$ cat src/hdl/scs_pkg.sv
package scs_pkg;

  // Word bits are numbered 0 = MSB on the channel side; positions here are LSB indices
  localparam int POS_NOTOP  = 15;
  localparam int POS_USP    = 14;
  localparam int POS_PCI    = 13;
  localparam int POS_PCHK   = 12;
  localparam int POS_INCLEN = 9;
  localparam int POS_BUSY   = 8;
  localparam int POS_UOP    = 7;

  // Unit status byte, low half of the unit address-status word
  localparam int US_SM   = 6;
  localparam int US_CUE  = 5;
  localparam int US_BUSY = 4;
  localparam int US_CE   = 3;
  localparam int US_DE   = 2;
  localparam int US_UC   = 1;
  localparam int US_UE   = 0;

  // io_control_command modifier field
  localparam int MOD_SEL_HI  = 2;
  localparam int MOD_SEL_LO  = 1;
  localparam int MOD_RST     = 0;
  localparam int MOD_ADDR_HI = 15;
  localparam int MOD_ADDR_LO = 8;

  localparam logic [1:0] SEL_CHAN  = 2'h0;
  localparam logic [1:0] SEL_UNIT  = 2'h1;
  localparam logic [1:0] SEL_CPTR  = 2'h2;
  localparam logic [1:0] SEL_RESID = 2'h3;

  // Function codes of the io_control_command
  localparam logic [2:0] FN_CTRL   = 3'h3;
  localparam logic [2:0] FN_ABORT  = 3'h4;
  localparam logic [2:0] FN_LAUNCH = 3'h5;
  localparam logic [2:0] FN_READ   = 3'h7;

  localparam logic [15:0] CPTR_STEP  = 16'h0003;
  localparam logic [15:0] CHAIN_SKIP = 16'h0006;
  localparam logic [15:0] RST_WORD   = 16'h0000;
  localparam logic [7:0]  RST_BYTE   = 8'h00;
  localparam logic [15:0] RESID_BIAS = 16'h0002;
  localparam logic [15:0] RESID_INC  = 16'h0001;

  typedef enum logic [3:0] {
    ST_IDLE   = 4'h1,
    ST_SELECT = 4'h2,
    ST_ACTIVE = 4'h4,
    ST_FETCH  = 4'h8
  } scs_state_t;

endpackage

$ cat src/hdl/scs_flag.sv
`timescale 1ns/10ps
module scs_flag (
  input  wire logic clk_sys,
  input  wire logic nrst,
  input  wire logic set,
  input  wire logic clr,
  output logic      q
);

  logic q_r;
  logic q_nxt;

  // Set wins so an event in the clearing cycle is not lost
  always_comb begin
    q_nxt = set | (q_r & ~clr);
  end

  always_ff @(posedge clk_sys) begin
    if (!nrst) begin
      q_r <= 1'b0;
    end else begin
      q_r <= q_nxt;
    end
  end

  assign q = q_r;

endmodule

$ cat src/hdl/scs_resid.sv
`timescale 1ns/10ps
module scs_resid import scs_pkg::*; (
  input  wire logic        clk_sys,
  input  wire logic        nrst,
  input  wire logic        load,
  input  wire logic [15:0] load_val,
  input  wire logic        step,
  output logic      [15:0] resid
);

  logic [15:0] resid_r;
  logic [15:0] resid_nxt;

  // Two's complement plus one: -n + 1 = ~n + 2; each byte moved steps it up by one
  always_comb begin
    resid_nxt = resid_r;
    if (load) begin
      resid_nxt = 16'(~load_val + RESID_BIAS);
    end else if (step) begin
      resid_nxt = 16'(resid_r + RESID_INC);
    end
  end

  always_ff @(posedge clk_sys) begin
    if (!nrst) begin
      resid_r <= RST_WORD;
    end else begin
      resid_r <= resid_nxt;
    end
  end

  assign resid = resid_r;

endmodule

$ cat src/hdl/scs_channel.sv
`timescale 1ns/10ps
// How it works
// - Incorrect length stops chaining unless suppress flag
// - Adapter busy ignores launch; abort, read still run
// - Unit operational set only when data moves
// - Modifier 01/10/11 reads unit, pointer, count words
// - Unit word: address high byte, raw status low
// - Device end plus modifier chains six ahead
// - Channel end shown only at chain end
// - Clean device end with chaining starts next
// - Unit check or exception stops chaining
// - Command pointer is descriptor address plus three
// - Count kept as complement plus one, reset-proof
// - Launch while busy dropped without any sign
// - Busy unit at launch: pending, cleared by 01+reset
// - Unrecognised address raises not operational
// - Four sixteen-bit status words, read individually
// - Modifier 00 reads channel status word
// - Bits 0, 2, 3 clear only with reset bit
module scs_channel import scs_pkg::*; (
  input  wire logic        clk_sys,
  input  wire logic        nrst,
  input  wire logic        cmd_valid,
  input  wire logic [2:0]  cmd_func,
  input  wire logic [15:0] cmd_mod,
  input  wire logic        sel_done,
  input  wire logic        sel_recog,
  input  wire logic [7:0]  sel_status,
  input  wire logic        xfer_start,
  input  wire logic        cnt_step,
  input  wire logic        len_err,
  input  wire logic        parity_err,
  input  wire logic        unit_stat_valid,
  input  wire logic [7:0]  unit_stat,
  input  wire logic        desc_load,
  input  wire logic [15:0] desc_addr,
  input  wire logic [15:0] desc_count,
  input  wire logic        desc_chain,
  input  wire logic        desc_sli,
  input  wire logic        desc_pci,
  output logic      [15:0] acc_data_r,
  output logic             acc_valid_r,
  output logic             sel_req_r,
  output logic      [7:0]  sel_addr_r,
  output logic             fetch_req_r,
  output logic      [15:0] fetch_addr_r,
  output logic             irq_r
);

  scs_state_t  st_r;
  scs_state_t  st_nxt;
  logic [7:0]  us_r;
  logic [7:0]  us_nxt;
  logic [7:0]  ua_nxt;
  logic [15:0] daddr_r;
  logic [15:0] daddr_nxt;
  logic        chain_r;
  logic        chain_nxt;
  logic        sli_r;
  logic        sli_nxt;
  logic        inclen_r;
  logic        inclen_nxt;
  logic        uop_r;
  logic        uop_nxt;
  logic        sel_req_nxt;
  logic        fetch_req_nxt;
  logic [15:0] fetch_addr_nxt;
  logic [15:0] acc_data_nxt;
  logic        acc_valid_nxt;
  logic        irq_nxt;

  logic        is_read;
  logic        is_launch;
  logic        is_abort;
  logic        bad_fn;
  logic [1:0]  rd_sel;
  logic        rd_rst;
  logic        busy;
  logic        chain_ok;
  logic [15:0] next_desc;
  logic        set_notop;
  logic        set_usp;
  logic        clr_usp;
  logic        notop;
  logic        usp;
  logic        pci;
  logic        pchk;
  logic [15:0] resid;

  assign is_read   = cmd_valid && (cmd_func == FN_READ);
  assign is_launch = cmd_valid && (cmd_func == FN_LAUNCH);
  assign is_abort  = cmd_valid && (cmd_func == FN_ABORT);
  assign bad_fn    = cmd_valid && (cmd_func != FN_READ) && (cmd_func != FN_LAUNCH)
                     && (cmd_func != FN_ABORT) && (cmd_func != FN_CTRL);
  assign rd_sel    = cmd_mod[MOD_SEL_HI:MOD_SEL_LO];
  assign rd_rst    = cmd_mod[MOD_RST];
  assign busy      = (st_r != ST_IDLE);
  // Unit check, exception or unsuppressed incorrect length end the chain
  assign chain_ok  = chain_r && !unit_stat[US_UC] && !unit_stat[US_UE]
                     && !(inclen_r && !sli_r);
  assign next_desc = 16'(daddr_r + (unit_stat[US_SM] ? CHAIN_SKIP : CPTR_STEP));
  assign clr_usp   = is_read && rd_rst && (rd_sel == SEL_UNIT);

  scs_flag u_notop (.clk_sys(clk_sys), .nrst(nrst), .set(set_notop),
                    .clr(is_read && rd_rst), .q(notop));
  scs_flag u_usp   (.clk_sys(clk_sys), .nrst(nrst), .set(set_usp),
                    .clr(clr_usp), .q(usp));
  scs_flag u_pci   (.clk_sys(clk_sys), .nrst(nrst), .set(desc_load && desc_pci),
                    .clr(is_read && rd_rst), .q(pci));
  scs_flag u_pchk  (.clk_sys(clk_sys), .nrst(nrst), .set(bad_fn || parity_err),
                    .clr(is_read && rd_rst), .q(pchk));

  scs_resid u_resid (
    .clk_sys  (clk_sys),
    .nrst     (nrst),
    .load     (desc_load),
    .load_val (desc_count),
    .step     (cnt_step),
    .resid    (resid)
  );

  // Selection, operation and chaining sequence
  always_comb begin
    st_nxt         = st_r;
    us_nxt         = us_r;
    ua_nxt         = sel_addr_r;
    uop_nxt        = uop_r;
    sel_req_nxt    = 1'b0;
    fetch_req_nxt  = 1'b0;
    fetch_addr_nxt = fetch_addr_r;
    set_notop      = 1'b0;
    set_usp        = 1'b0;
    case (st_r)
      ST_IDLE: begin
        // Launch is only looked at while idle, so a busy launch leaves no trace
        if (is_launch) begin
          ua_nxt      = cmd_mod[MOD_ADDR_HI:MOD_ADDR_LO];
          sel_req_nxt = 1'b1;
          uop_nxt     = 1'b0;
          st_nxt      = ST_SELECT;
        end
      end
      ST_SELECT: begin
        if (sel_done) begin
          if (!sel_recog) begin
            set_notop = 1'b1;
            st_nxt    = ST_IDLE;
          end else if (sel_status[US_BUSY] || (sel_status[US_UC] && !sel_status[US_CE])) begin
            us_nxt  = sel_status;
            set_usp = 1'b1;
            st_nxt  = ST_IDLE;
          end else if (sel_status[US_CE] && sel_status[US_DE]
                       && chain_r && !sel_status[US_UC] && !sel_status[US_UE]) begin
            // Immediate command inside a chain: move on, hide its channel end
            fetch_addr_nxt = 16'(daddr_r + (sel_status[US_SM] ? CHAIN_SKIP : CPTR_STEP));
            fetch_req_nxt  = 1'b1;
            st_nxt         = ST_FETCH;
          end else if (sel_status[US_CE]) begin
            us_nxt  = sel_status;
            set_usp = 1'b1;
            st_nxt  = ST_IDLE;
          end else begin
            st_nxt = ST_ACTIVE;
          end
        end
      end
      ST_ACTIVE: begin
        if (xfer_start) begin
          uop_nxt = 1'b1;
        end
        if (unit_stat_valid && unit_stat[US_DE]) begin
          uop_nxt = 1'b0;
          if (chain_ok) begin
            fetch_addr_nxt = next_desc;
            fetch_req_nxt  = 1'b1;
            st_nxt         = ST_FETCH;
          end else begin
            us_nxt  = unit_stat;
            set_usp = 1'b1;
            st_nxt  = ST_IDLE;
          end
        end
      end
      ST_FETCH: begin
        if (desc_load) begin
          sel_req_nxt = 1'b1;
          st_nxt      = ST_SELECT;
        end
      end
      default: begin
        st_nxt = ST_IDLE;
      end
    endcase
    // Abort is honoured in every state, busy or not
    if (is_abort) begin
      st_nxt        = ST_IDLE;
      uop_nxt       = 1'b0;
      sel_req_nxt   = 1'b0;
      fetch_req_nxt = 1'b0;
    end
  end

  always_ff @(posedge clk_sys) begin
    if (!nrst) begin
      st_r         <= ST_IDLE;
      us_r         <= RST_BYTE;
      sel_addr_r   <= RST_BYTE;
      uop_r        <= 1'b0;
      sel_req_r    <= 1'b0;
      fetch_req_r  <= 1'b0;
      fetch_addr_r <= RST_WORD;
    end else begin
      st_r         <= st_nxt;
      us_r         <= us_nxt;
      sel_addr_r   <= ua_nxt;
      uop_r        <= uop_nxt;
      sel_req_r    <= sel_req_nxt;
      fetch_req_r  <= fetch_req_nxt;
      fetch_addr_r <= fetch_addr_nxt;
    end
  end

  // Active descriptor; incorrect length is per descriptor, set wins over reload
  always_comb begin
    daddr_nxt  = daddr_r;
    chain_nxt  = chain_r;
    sli_nxt    = sli_r;
    inclen_nxt = inclen_r;
    if (desc_load) begin
      daddr_nxt  = desc_addr;
      chain_nxt  = desc_chain;
      sli_nxt    = desc_sli;
      inclen_nxt = 1'b0;
    end
    if (len_err) begin
      inclen_nxt = 1'b1;
    end
  end

  always_ff @(posedge clk_sys) begin
    if (!nrst) begin
      daddr_r  <= RST_WORD;
      chain_r  <= 1'b0;
      sli_r    <= 1'b0;
      inclen_r <= 1'b0;
    end else begin
      daddr_r  <= daddr_nxt;
      chain_r  <= chain_nxt;
      sli_r    <= sli_nxt;
      inclen_r <= inclen_nxt;
    end
  end

  // Accumulator path; the count is never touched by the reset bit
  always_comb begin
    acc_data_nxt  = acc_data_r;
    acc_valid_nxt = is_read;
    irq_nxt       = notop | usp | pci | pchk;
    if (is_read) begin
      case (rd_sel)
        SEL_CHAN: begin
          acc_data_nxt             = RST_WORD;
          acc_data_nxt[POS_NOTOP]  = notop;
          acc_data_nxt[POS_USP]    = usp;
          acc_data_nxt[POS_PCI]    = pci;
          acc_data_nxt[POS_PCHK]   = pchk;
          acc_data_nxt[POS_INCLEN] = inclen_r;
          acc_data_nxt[POS_BUSY]   = busy;
          acc_data_nxt[POS_UOP]    = uop_r;
        end
        SEL_UNIT: begin
          acc_data_nxt = {sel_addr_r, us_r};
        end
        SEL_CPTR: begin
          acc_data_nxt = 16'(daddr_r + CPTR_STEP);
        end
        SEL_RESID: begin
          acc_data_nxt = resid;
        end
        default: begin
          acc_data_nxt = RST_WORD;
        end
      endcase
    end
  end

  always_ff @(posedge clk_sys) begin
    if (!nrst) begin
      acc_data_r  <= RST_WORD;
      acc_valid_r <= 1'b0;
      irq_r       <= 1'b0;
    end else begin
      acc_data_r  <= acc_data_nxt;
      acc_valid_r <= acc_valid_nxt;
      irq_r       <= irq_nxt;
    end
  end
endmodule

$ cat config.mk
export PLATFORM = sky130hd
export DESIGN_NAME = scs_channel
export DESIGN_NICKNAME = d
export VERILOG_FILES = /design/src/hdl/scs_pkg.sv /design/src/hdl/scs_flag.sv /design/src/hdl/scs_resid.sv /design/src/hdl/scs_channel.sv
export SDC_FILE = /design/constraint.sdc
export NUM_CORES = 1
export LEC_CHECK = 0
export BUFFER_PORTS_ARGS = -buffer_cell sky130_fd_sc_hd__buf_2
export CAP_MARGIN = 10
export CORE_ASPECT_RATIO = 0.7
export CORE_MARGIN = 1
export CORE_UTILIZATION = 54
export DETAILED_ROUTE_END_ITERATION = 12
export PLACE_DENSITY = 0.89
export RECOVER_POWER = 50
export SLEW_MARGIN = 10
export SYNTH_ARGS = -nofsm -noshare
export SYNTH_HDL_FRONTEND = slang
export SYNTH_HIERARCHICAL = 1
export SYNTH_SLANG_ARGS = --single-unit
$ cat constraint.sdc
create_clock -name clk_sys -period 3.2 [get_ports clk_sys]
set_input_delay 0.64 -clock clk_sys [delete_from_list [all_inputs] [get_ports clk_sys]]
set_output_delay 0.64 -clock clk_sys [all_outputs]
set_load 0.05 [all_outputs]
* Yosys cells after proc, flatten, opt, wreduce, memory -nomap -nowiden
Index checks and enable logic that the tools add are counted.
** Storage, ports and cells
- Register bits :: 96
- Output and inout bits :: 44
- Logic and storage cells :: 163
- Input bits :: 81
** Cells by class
- Reduce and logical (&&, ||, !) cells :: 40
- Add/sub/neg operators :: 5
- Muxes and demuxes :: 57
- Equality and inequality tests :: 27
- Bitwise gates (word level) :: 15
** Operators by type and width (number)
- $mux 16 :: 8
- $pmux 16 s4 :: 1
- $mux 8 :: 7
- $add 16x2->16 const B :: 2
- $add 16x3->16 :: 2
- $mux 4 :: 8
- $pmux 16 s2 :: 1
- $mux 1 :: 23
- $logic_and 1x1->1 :: 20
- $ne 2x2->1 const B :: 9
- $ne 3x3->1 const B :: 6
- $add 16x1->16 const B :: 1
- $not 16->16 :: 1
- $pmux 4 s4 :: 1
- $pmux 8 s2 :: 1
- $reduce_and 7->1 :: 2
- $eq 3x3->1 const B :: 3
- $mux 3 :: 3
- $pmux 1 s2 :: 4
- $reduce_bool 2->1 :: 4
- $logic_not 1->1 :: 7
- $or 1x1->1 :: 7
- $and 1x1->1 :: 4
- $eq 2x2->1 const B :: 2
- 14 further kinds :: 17

* Logic depth before layout (Yosys ltp)
Gate-level depths: netlist (run 1).
- Word-level depth :: 10
- Depth in mapped cells :: 11
- Mapped depth without buffers :: 10

* By module
Netlist (run 1), hierarchy kept.
** By module, submodules not included
- scs_channel :: instances 1, area each 3931.3 µm², cells an instance 467, sequential area each 1521.5 µm²
- scs_resid :: instances 1, area each 1002.2 µm², cells an instance 120, sequential area each 320.3 µm²
- scs_flag :: instances 4, area each 41.3 µm², cells an instance 3, sequential area each 20.0 µm²

* Worst setup path before layout (run 1)
No wires, ideal clock.
- Kind :: register -> register
- Start :: reg st_r[3]
- End :: reg fetch_addr_r[15]
- Data required time :: 3.121 ns
- Path buffers :: 1
- Library setup time :: 0.079 ns
- Setup slack :: 0.434 ns
- Cell stages (with the launch flop) :: 11
- Clock period less this slack :: 2.766 ns
- Arrival time :: 2.687 ns
- Path through :: dfxtp_1 > or4b_2 > clkbuf_1 > mux2i_1 > inv_1 > ha_1 > o21a_1 > o21ai_1 > nor4_1 > xnor2_1 > a211oi_2
** On the way
- Word-level cells in the longest chain between the ends :: 3
- Elaborated cells on any way between the ends :: 11
- Those cells by class :: 8 x eq/ne; 1 x mux; 2 x reduce/logical
** RTL lines
- start, declared :: RTL line scs_channel.sv:50 : scs_state_t st_r;
- start signal, assigned :: RTL line scs_channel.sv:213 : st_r <= st_nxt;
- $eq 4x3->1 or $eq 4x2->1 (tied branches) :: RTL line scs_channel.sv:133 : case (st_r)
- $ne 2x2->1 (no source line) or $reduce_bool 2->1 (tied branches)
- $reduce_and 7->1 (no source line)
- end signal, assigned :: RTL line scs_channel.sv:219 : fetch_addr_r <= fetch_addr_nxt;
- end, declared :: RTL line scs_channel.sv:46 : output logic [15:0] fetch_addr_r,
Several ways; a longest one is shown, not always the timed one.
A chain may end at the register's enable or synchronous reset.

* Worst setup path after layout (run 1)
Ends and elaborated chain as after synthesis.

==> results of run 1 <==
-- sequential cells by signal (all words and copies together) (netlist names), 4 cells and up --
name,cells
fetch_addr_r,16
daddr_r,16
u_resid/resid,16
sel_addr_r,8
acc_data_r,16
us_r,8
st_r,4
-- area by class of cell --
type / count / area (µm²) / area share [%]
clock buffers: 9 / 225 / 3.73
clock inverters: 6 / 133 / 2.19
inverters: 14 / 52.6 / 0.869
multi-input cells: 455 / 2980 / 49.3
flip-flops and latches: 96 / 1920 / 31.8
well taps: 124 / 155 / 2.57
repair buffers: 125 / 577 / 9.54
-- routing by layer --
metal	global-route usage, %	up-vias	share of wire [%]
met3	8.79	34	10
li1	-	2318	-
met5	0	-	0
met4	10.5	0	1.9
met2	47.0	284	45
met1	38.8	2339	43
-- power groups by stage --
stage                     sequential (mW)  combinational, mW  clock (mW)
after global placement               1.35              0.452           0
after floorplan                      1.38              0.280           0
after detailed placement             1.35              0.463           0
after CTS                            1.33              0.470        1.29
final                                1.33              0.473        1.29
after global routing                 1.34              0.514        1.35
-- worst max path at each step --
stage,start,slack [ns],depth (start not counted),endpoint
finish,st_r[3],0.16,9,fetch_addr_r[15]
detailed placement,st_r[3],0.15,9,fetch_addr_r[15]
CTS,st_r[3],0.10,9,fetch_addr_r[15]
global placement,st_r[3],0.31,9,fetch_addr_r[15]
global route,st_r[3],0.009,9,fetch_addr_r[15]
floorplan,st_r[3],0.43,10,fetch_addr_r[15]
-- placed cells by master (no fill, tap or decap), types with 6 or more instances in the layout --
cell type	netlist	routed
buf_2	1	77
nor3_1	9	9
nor2_1	86	86
clkbuf_16	0	9
nand2_1	49	49
o22ai_1	10	10
xnor2_1	18	18
nor4_1	7	7
inv_1	13	13
nor2b_1	9	9
mux2i_1	40	39
nand4_1	10	10
a211oi_1	10	10
clkbuf_1	27	45
ha_1	6	6
a21oi_1	36	36
nand3_1	8	8
a211oi_2	6	6
a311oi_1	7	7
o21ai_0	34	34
dfxtp_1	96	96
xor2_1	34	34
-- through the flow --
stage,utilization (%),cells
2_1_floorplan,-,599
4_1_cts,67.0,829
6_report,66.4,829
3_5_place_dp,63.1,814
5_1_grt,66.4,829
3_3_place_gp,63.1,814
-- worst register-to-register path, stage by stage, from the launching register on --
cell      delay (ns)
dfxtp_1         0.37
or4b_2          0.74
mux2i_2         0.36
inv_1           0.09
ha_1            0.33
o21a_1          0.13
o21ai_1         0.43
nor4_1          0.12
xnor2_1         0.17
a211oi_2        0.22
-- kinds of logic after synthesis --
| group | count (synthesis) |
|---|---|
| muxes | 41 |
| adders and majority gates | 6 |
| buffers and inverters | 48 |
| and+or+nand+nor | 223 |
| xor gates and xnor gates | 52 |
| AOI/OAI and AO/OA | 133 |
| DFF | 96 |
==> flow_metrics.py, run 1 <==
metrics = {
    "drt": {
        "vias": 4975,
        "antenna_left": 0,
        "post-route-drc-count": 0,
        "first_pass_iters": 5,
        "drt_iter0_markers": 412,
        "wirelength_um": 14500,
        "wl_per_cell_um": 17.5,
        "vias_per_cell": 6.00,
    },
    "sta": {
        "setup_viol": 0,
        "fmax_mhz": 328,
        "timing.final.crit_share_pct": 95.2,
        "max_slew_margin_pct": 12.4,
        "tightest_slew_ns": 1.31,
        "fin_skew_ns": 0.00637,
        "rsz0062_at_grt": "no",
        "hold_viol_final": 0,
        "setup_slack_ns": 0.155,
        "finalMaxSlewViolations": 0,
        "fin_crit_ns": 3.04,
        "hold_ws_ns": 0.480,
        "fin_tns_setup_ns": 0,
    },
    "clocking": {
        "cts_buffers": 9,
        "insertion_delay_ns": 0.34,
        "cts_setup_buffers": 0,
        "clockBufferDepth": 2,
        "htreeDepth": 3,
        "cts.repair.resized": 0,
        "cts-root-buf": "clkbuf_16",
        "cts_hold_buffers": 0,
        "cts_tree": "yes",
        "clk_pin_slew_ns": 0.07,
        "cts_sinks": 96,
    },
    "synth": {
        "synth.avg_cell_area_um2": 8.51,
        "syn_nets": 686,
        "synth.cell_area_mm2": 0.00510,
        "netlist_top_cells_count": "96 x dfxtp_1, 86 x nor2_1, 49 x nand2_1",
        "synthXorXnorAreaFrac_pct": 8.93,
        "yosysMostFrequentCell": "dfxtp_1",
        "muxShareOfSynthArea_pct": 8.07,
        "synth_edf_count": 0,
        "yosysTopAreaCell": "dfxtp_1",
        "ys_seq_area_share_pct": 37.7,
        "yosysTopAreaCellShare_pct": 37.7,
        "synthArstFlopShare_pct": 0,
        "ys_warn_count": 6,
        "synth_simple_gate_area_share_pct": 22.4,
        "ys_top_cells_by_area": "dfxtp_1 38%, mux2i_1 7.9%, nor2_1 6.3%, xor2_1 5.8%, nand2_1 3.6%",
        "synth_cells": 599,
        "synth_top_family_by_area": "simple AND/OR/NAND/NOR gates",
        "yosys.area_share.adder_pct": 1.47,
        "ys_ff_latch": 96,
        "synth_ff_type": "dfxtp_1",
        "synth_compound_area_share_pct": 17.5,
        "ys_types": 66,
    },
    "setup_path": {
        "cp.arrival_ns": 3.31,
        "slowest_stage": "or4b_2",
        "cp_cell_sequence": "or4b_2 > mux2i_2 > inv_1 > ha_1 > o21a_1 > o21ai_1 > nor4_1 > xnor2_1 > a211oi_2",
        "cp-end-kind": "register",
        "rr_worst_depth": 9,
        "critical_path_class": "register to register",
        "max_stage_delay_ns": 0.74,
        "r2r-end": "fetch_addr_r[15]",
        "r2r_start": "st_r[3]",
        "path_buf_inv": 1,
        "cp-start-kind": "register",
        "regToRegSetupSlack_ns": 0.16,
        "cp_max_fo": 8,
        "path_delay_family": "simple AND/OR/NAND/NOR gates",
        "cp_data_required_time_ns": 3.46,
    },
    "global_routing": {
        "antenna_found_initial": 0,
        "grt_max_degree": 51,
        "track_usage_pct": 29.8,
        "grt_pass1_vias": 4706,
        "grt-ovfl-total": 0,
        "grt_pass1_wl_um": 23200,
    },
    "pwr": {
        "swShare_pct": 26.5,
        "p_clk_share_pct": 41.6,
        "ir_drop_mv": 0.286,
        "p_leak_nw": 2.37,
        "p_per_area_mw_per_mm2": 511,
        "power_frac_seq_pct": 43.1,
        "netSwitchingPower_mw": 0.818,
        "p_int_mw": 2.27,
        "power.total_mw": 3.09,
        "power_frac_comb_pct": 15.3,
    },
    "placed_design": {
        "dp_hpwl_um": 10600,
        "pre_cts_ws_ns": 0.155,
        "gp_congestion": 0.935,
        "dpl_cell_area_mm2": 0.00575,
        "portBuffers": 119,
    },
    "worst_hold_path": {
        "holdCritStartpoint": "desc_count[0]",
        "hold_class": "primary input to register",
        "min_path_cells": 2,
        "min_to": "u_resid/resid[0]",
    },
    "die": {
        "initial_utilization_pct": 56.0,
        "die_w_um": 118,
        "die-height_um": 83.3,
        "ios": 125,
        "core_area_mm2": 0.00911,
        "die_area_mm2": 0.00984,
        "core.rowCount": 29,
    },
    "finish": {
        "drive_above_1_share_pct": 17.7,
        "antenna_cells": 0,
        "syn_to_final_growth_pct": 18.6,
        "fillerInstances": 732,
        "final_nets": 788,
        "design_area_mm2": 0.00604,
    },
    "outcome": {
        "outcome": "completed",
    },
    "job": {
        "drv_cap": 0,
    },
}
Power figures use the tool's default switching activity.
==> run 2, diff against run 1 <==
==> constraint.sdc (replaced) <==
create_clock -name clk_sys -period 3 [get_ports clk_sys]
set_input_delay 0.6 -clock clk_sys [delete_from_list [all_inputs] [get_ports clk_sys]]
set_output_delay 0.6 -clock clk_sys [all_outputs]
set_load 0.05 [all_outputs]
==> flow_metrics.py, run 2 (synthesis results as in run 1) <==
metrics = {
    "drt": {
        "first_pass_iters": 5,
        "antenna_left": 0,
        "wirelength_um": 14200,
        "vias": 4912,
        "drt_iter0_markers": 419,
        "post-route-drc-count": 0,
        "vias_per_cell": 5.91,
        "wl_per_cell_um": 17.0,
    },
    "finish": {
        "antenna_cells": 0,
        "final_common_cell": "dfxtp_1",
        "design_area_mm2": 0.00606,
        "mostFrequentLayoutCells": "96 x dfxtp_1, 86 x nor2_1, 80 x buf_2",
        "syn_to_final_growth_pct": 18.9,
        "seq_area_mm2": 0.00192,
        "drive_above_1_share_pct": 18.7,
        "final_nets": 790,
        "instances_no_fill": 831,
        "fillerInstances": 767,
        "multi_input_area_mm2": 0.00299,
        "final_util_pct": 66.6,
    },
    "setup_path": {
        "cp_data_required_time_ns": 3.22,
        "slowest_stage": "or4b_2",
        "path_delay_family": "simple AND/OR/NAND/NOR gates",
        "cp_max_fo": 8,
        "critical_path_class": "register to register",
        "cp.arrival_ns": 3.02,
        "cp-start-kind": "register",
        "path_buf_inv": 3,
        "max_stage_delay_ns": 0.72,
        "cp-end-kind": "register",
        "cp_cell_sequence": "or4b_2 > mux2i_1 > buf_4 > ha_1 > inv_1 > ha_1 > nor2b_2 > o211ai_1 > buf_4 > nor2_1 > xnor2_1 > a21oi_1",
    },
    "pwr": {
        "p_per_area_mw_per_mm2": 536,
        "power.total_mw": 3.25,
        "p_leak_nw": 2.39,
        "ir_drop_mv": 0.300,
    },
    "clocking": {
        "clockBufferDepth": 2,
        "insertion_delay_ns": 0.35,
        "htreeDepth": 3,
        "cts-root-buf": "clkbuf_16",
        "clk_pin_slew_ns": 0.07,
        "cts_hold_buffers": 0,
        "cts_buffers": 9,
        "cts_sinks": 96,
        "cts_tree": "yes",
    },
    "sta": {
        "fmax_mhz": 357,
        "fin_crit_ns": 2.80,
        "rsz0062_at_grt": "no",
        "max_slew_margin_pct": -13.8,
        "hold_viol_final": 0,
        "hold_ws_ns": 0.441,
        "setup_slack_ns": 0.202,
        "finalMaxSlewViolations": 51,
        "timing.final.crit_share_pct": 93.3,
        "setup_viol": 0,
        "fin_skew_ns": 0.00984,
        "fin_tns_setup_ns": 0,
        "tightest_slew_ns": 1.71,
    },
    "placed_design": {
        "pre_cts_ws_ns": 0.130,
        "portBuffers": 119,
        "dpl_cell_area_mm2": 0.00575,
        "gp_congestion": 0.933,
        "placedCellCount": 815,
        "dp_hpwl_um": 10400,
    },
    "die": {
        "die-height_um": 83.3,
        "die_w_um": 118,
        "core_area_mm2": 0.00911,
        "ios": 125,
        "die_area_mm2": 0.00984,
        "core.rowCount": 29,
        "initial_utilization_pct": 56.0,
    },
    "global_routing": {
        "grt_pass1_wl_um": 22300,
        "grt_max_degree": 51,
        "grt-ovfl-total": 0,
        "track_usage_pct": 28.8,
        "antenna_found_initial": 0,
        "grt_pass1_vias": 4519,
    },
    "outcome": {
        "violations": "capacitance limit, slew limit",
        "outcome": "finished with violations",
    },
    "worst_hold_path": {
        "hold_class": "primary input to register",
    },
    "job": {
        "drv_cap": 1,
    },
}
run 2: cell count changes in the layout (fill, tap and decap cells not counted), sizes merged:
cell / change
bufinv: -1
clkbuf: -3
clkinvlp: +1
clkinv: -1
buf: +6
run 2: where the power goes:
group          switching (mW)  total [mW]  internal [mW]
Clock                   0.490        1.32          0.832
Sequential             0.0826        1.42           1.34
Combinational           0.313       0.506          0.193
Total                   0.885        3.25           2.36
run 2: layer usage:
| metal | up-vias | part of all wire, % | global-route usage (%) |
|---|---|---|---|
| met3 | 18 | 9.5 | 7.97 |
| met1 | 2334 | 45 | 39.2 |
| met2 | 233 | 44 | 45.4 |
| met5 | - | 0 | 0 |
| li1 | 2327 | - | - |
| met4 | 0 | 1.2 | 6.64 |
run 2: path summary, 6_finish.rpt:
check | start | to | slack (ns) | cells after the start
worst min register to register | acc_data_r[12] | acc_data_r[12] | 0.50 | 2
worst max-delay path | st_r[3] | fetch_addr_r[14] | 0.20 | 12
worst min-delay path | desc_count[0] | u_resid/resid[0] | 0.44 | 2
worst max register to register | st_r[3] | fetch_addr_r[14] | 0.20 | 12
run 2: what timing repair did:
item	CTS	global route
setup endpoints to repair	0	2
gates resized for setup	0	3
buffers inserted	0	1
run 2: cell type report:
type / count / share of cell area, %
multi-input combinational: 455 / 49.3
timing repair buffer: 127 / 9.89
clock inverter: 5 / 1.73
tap: 124 / 2.56
inverter: 14 / 0.867
sequential: 96 / 31.7
clock buffer: 10 / 3.94
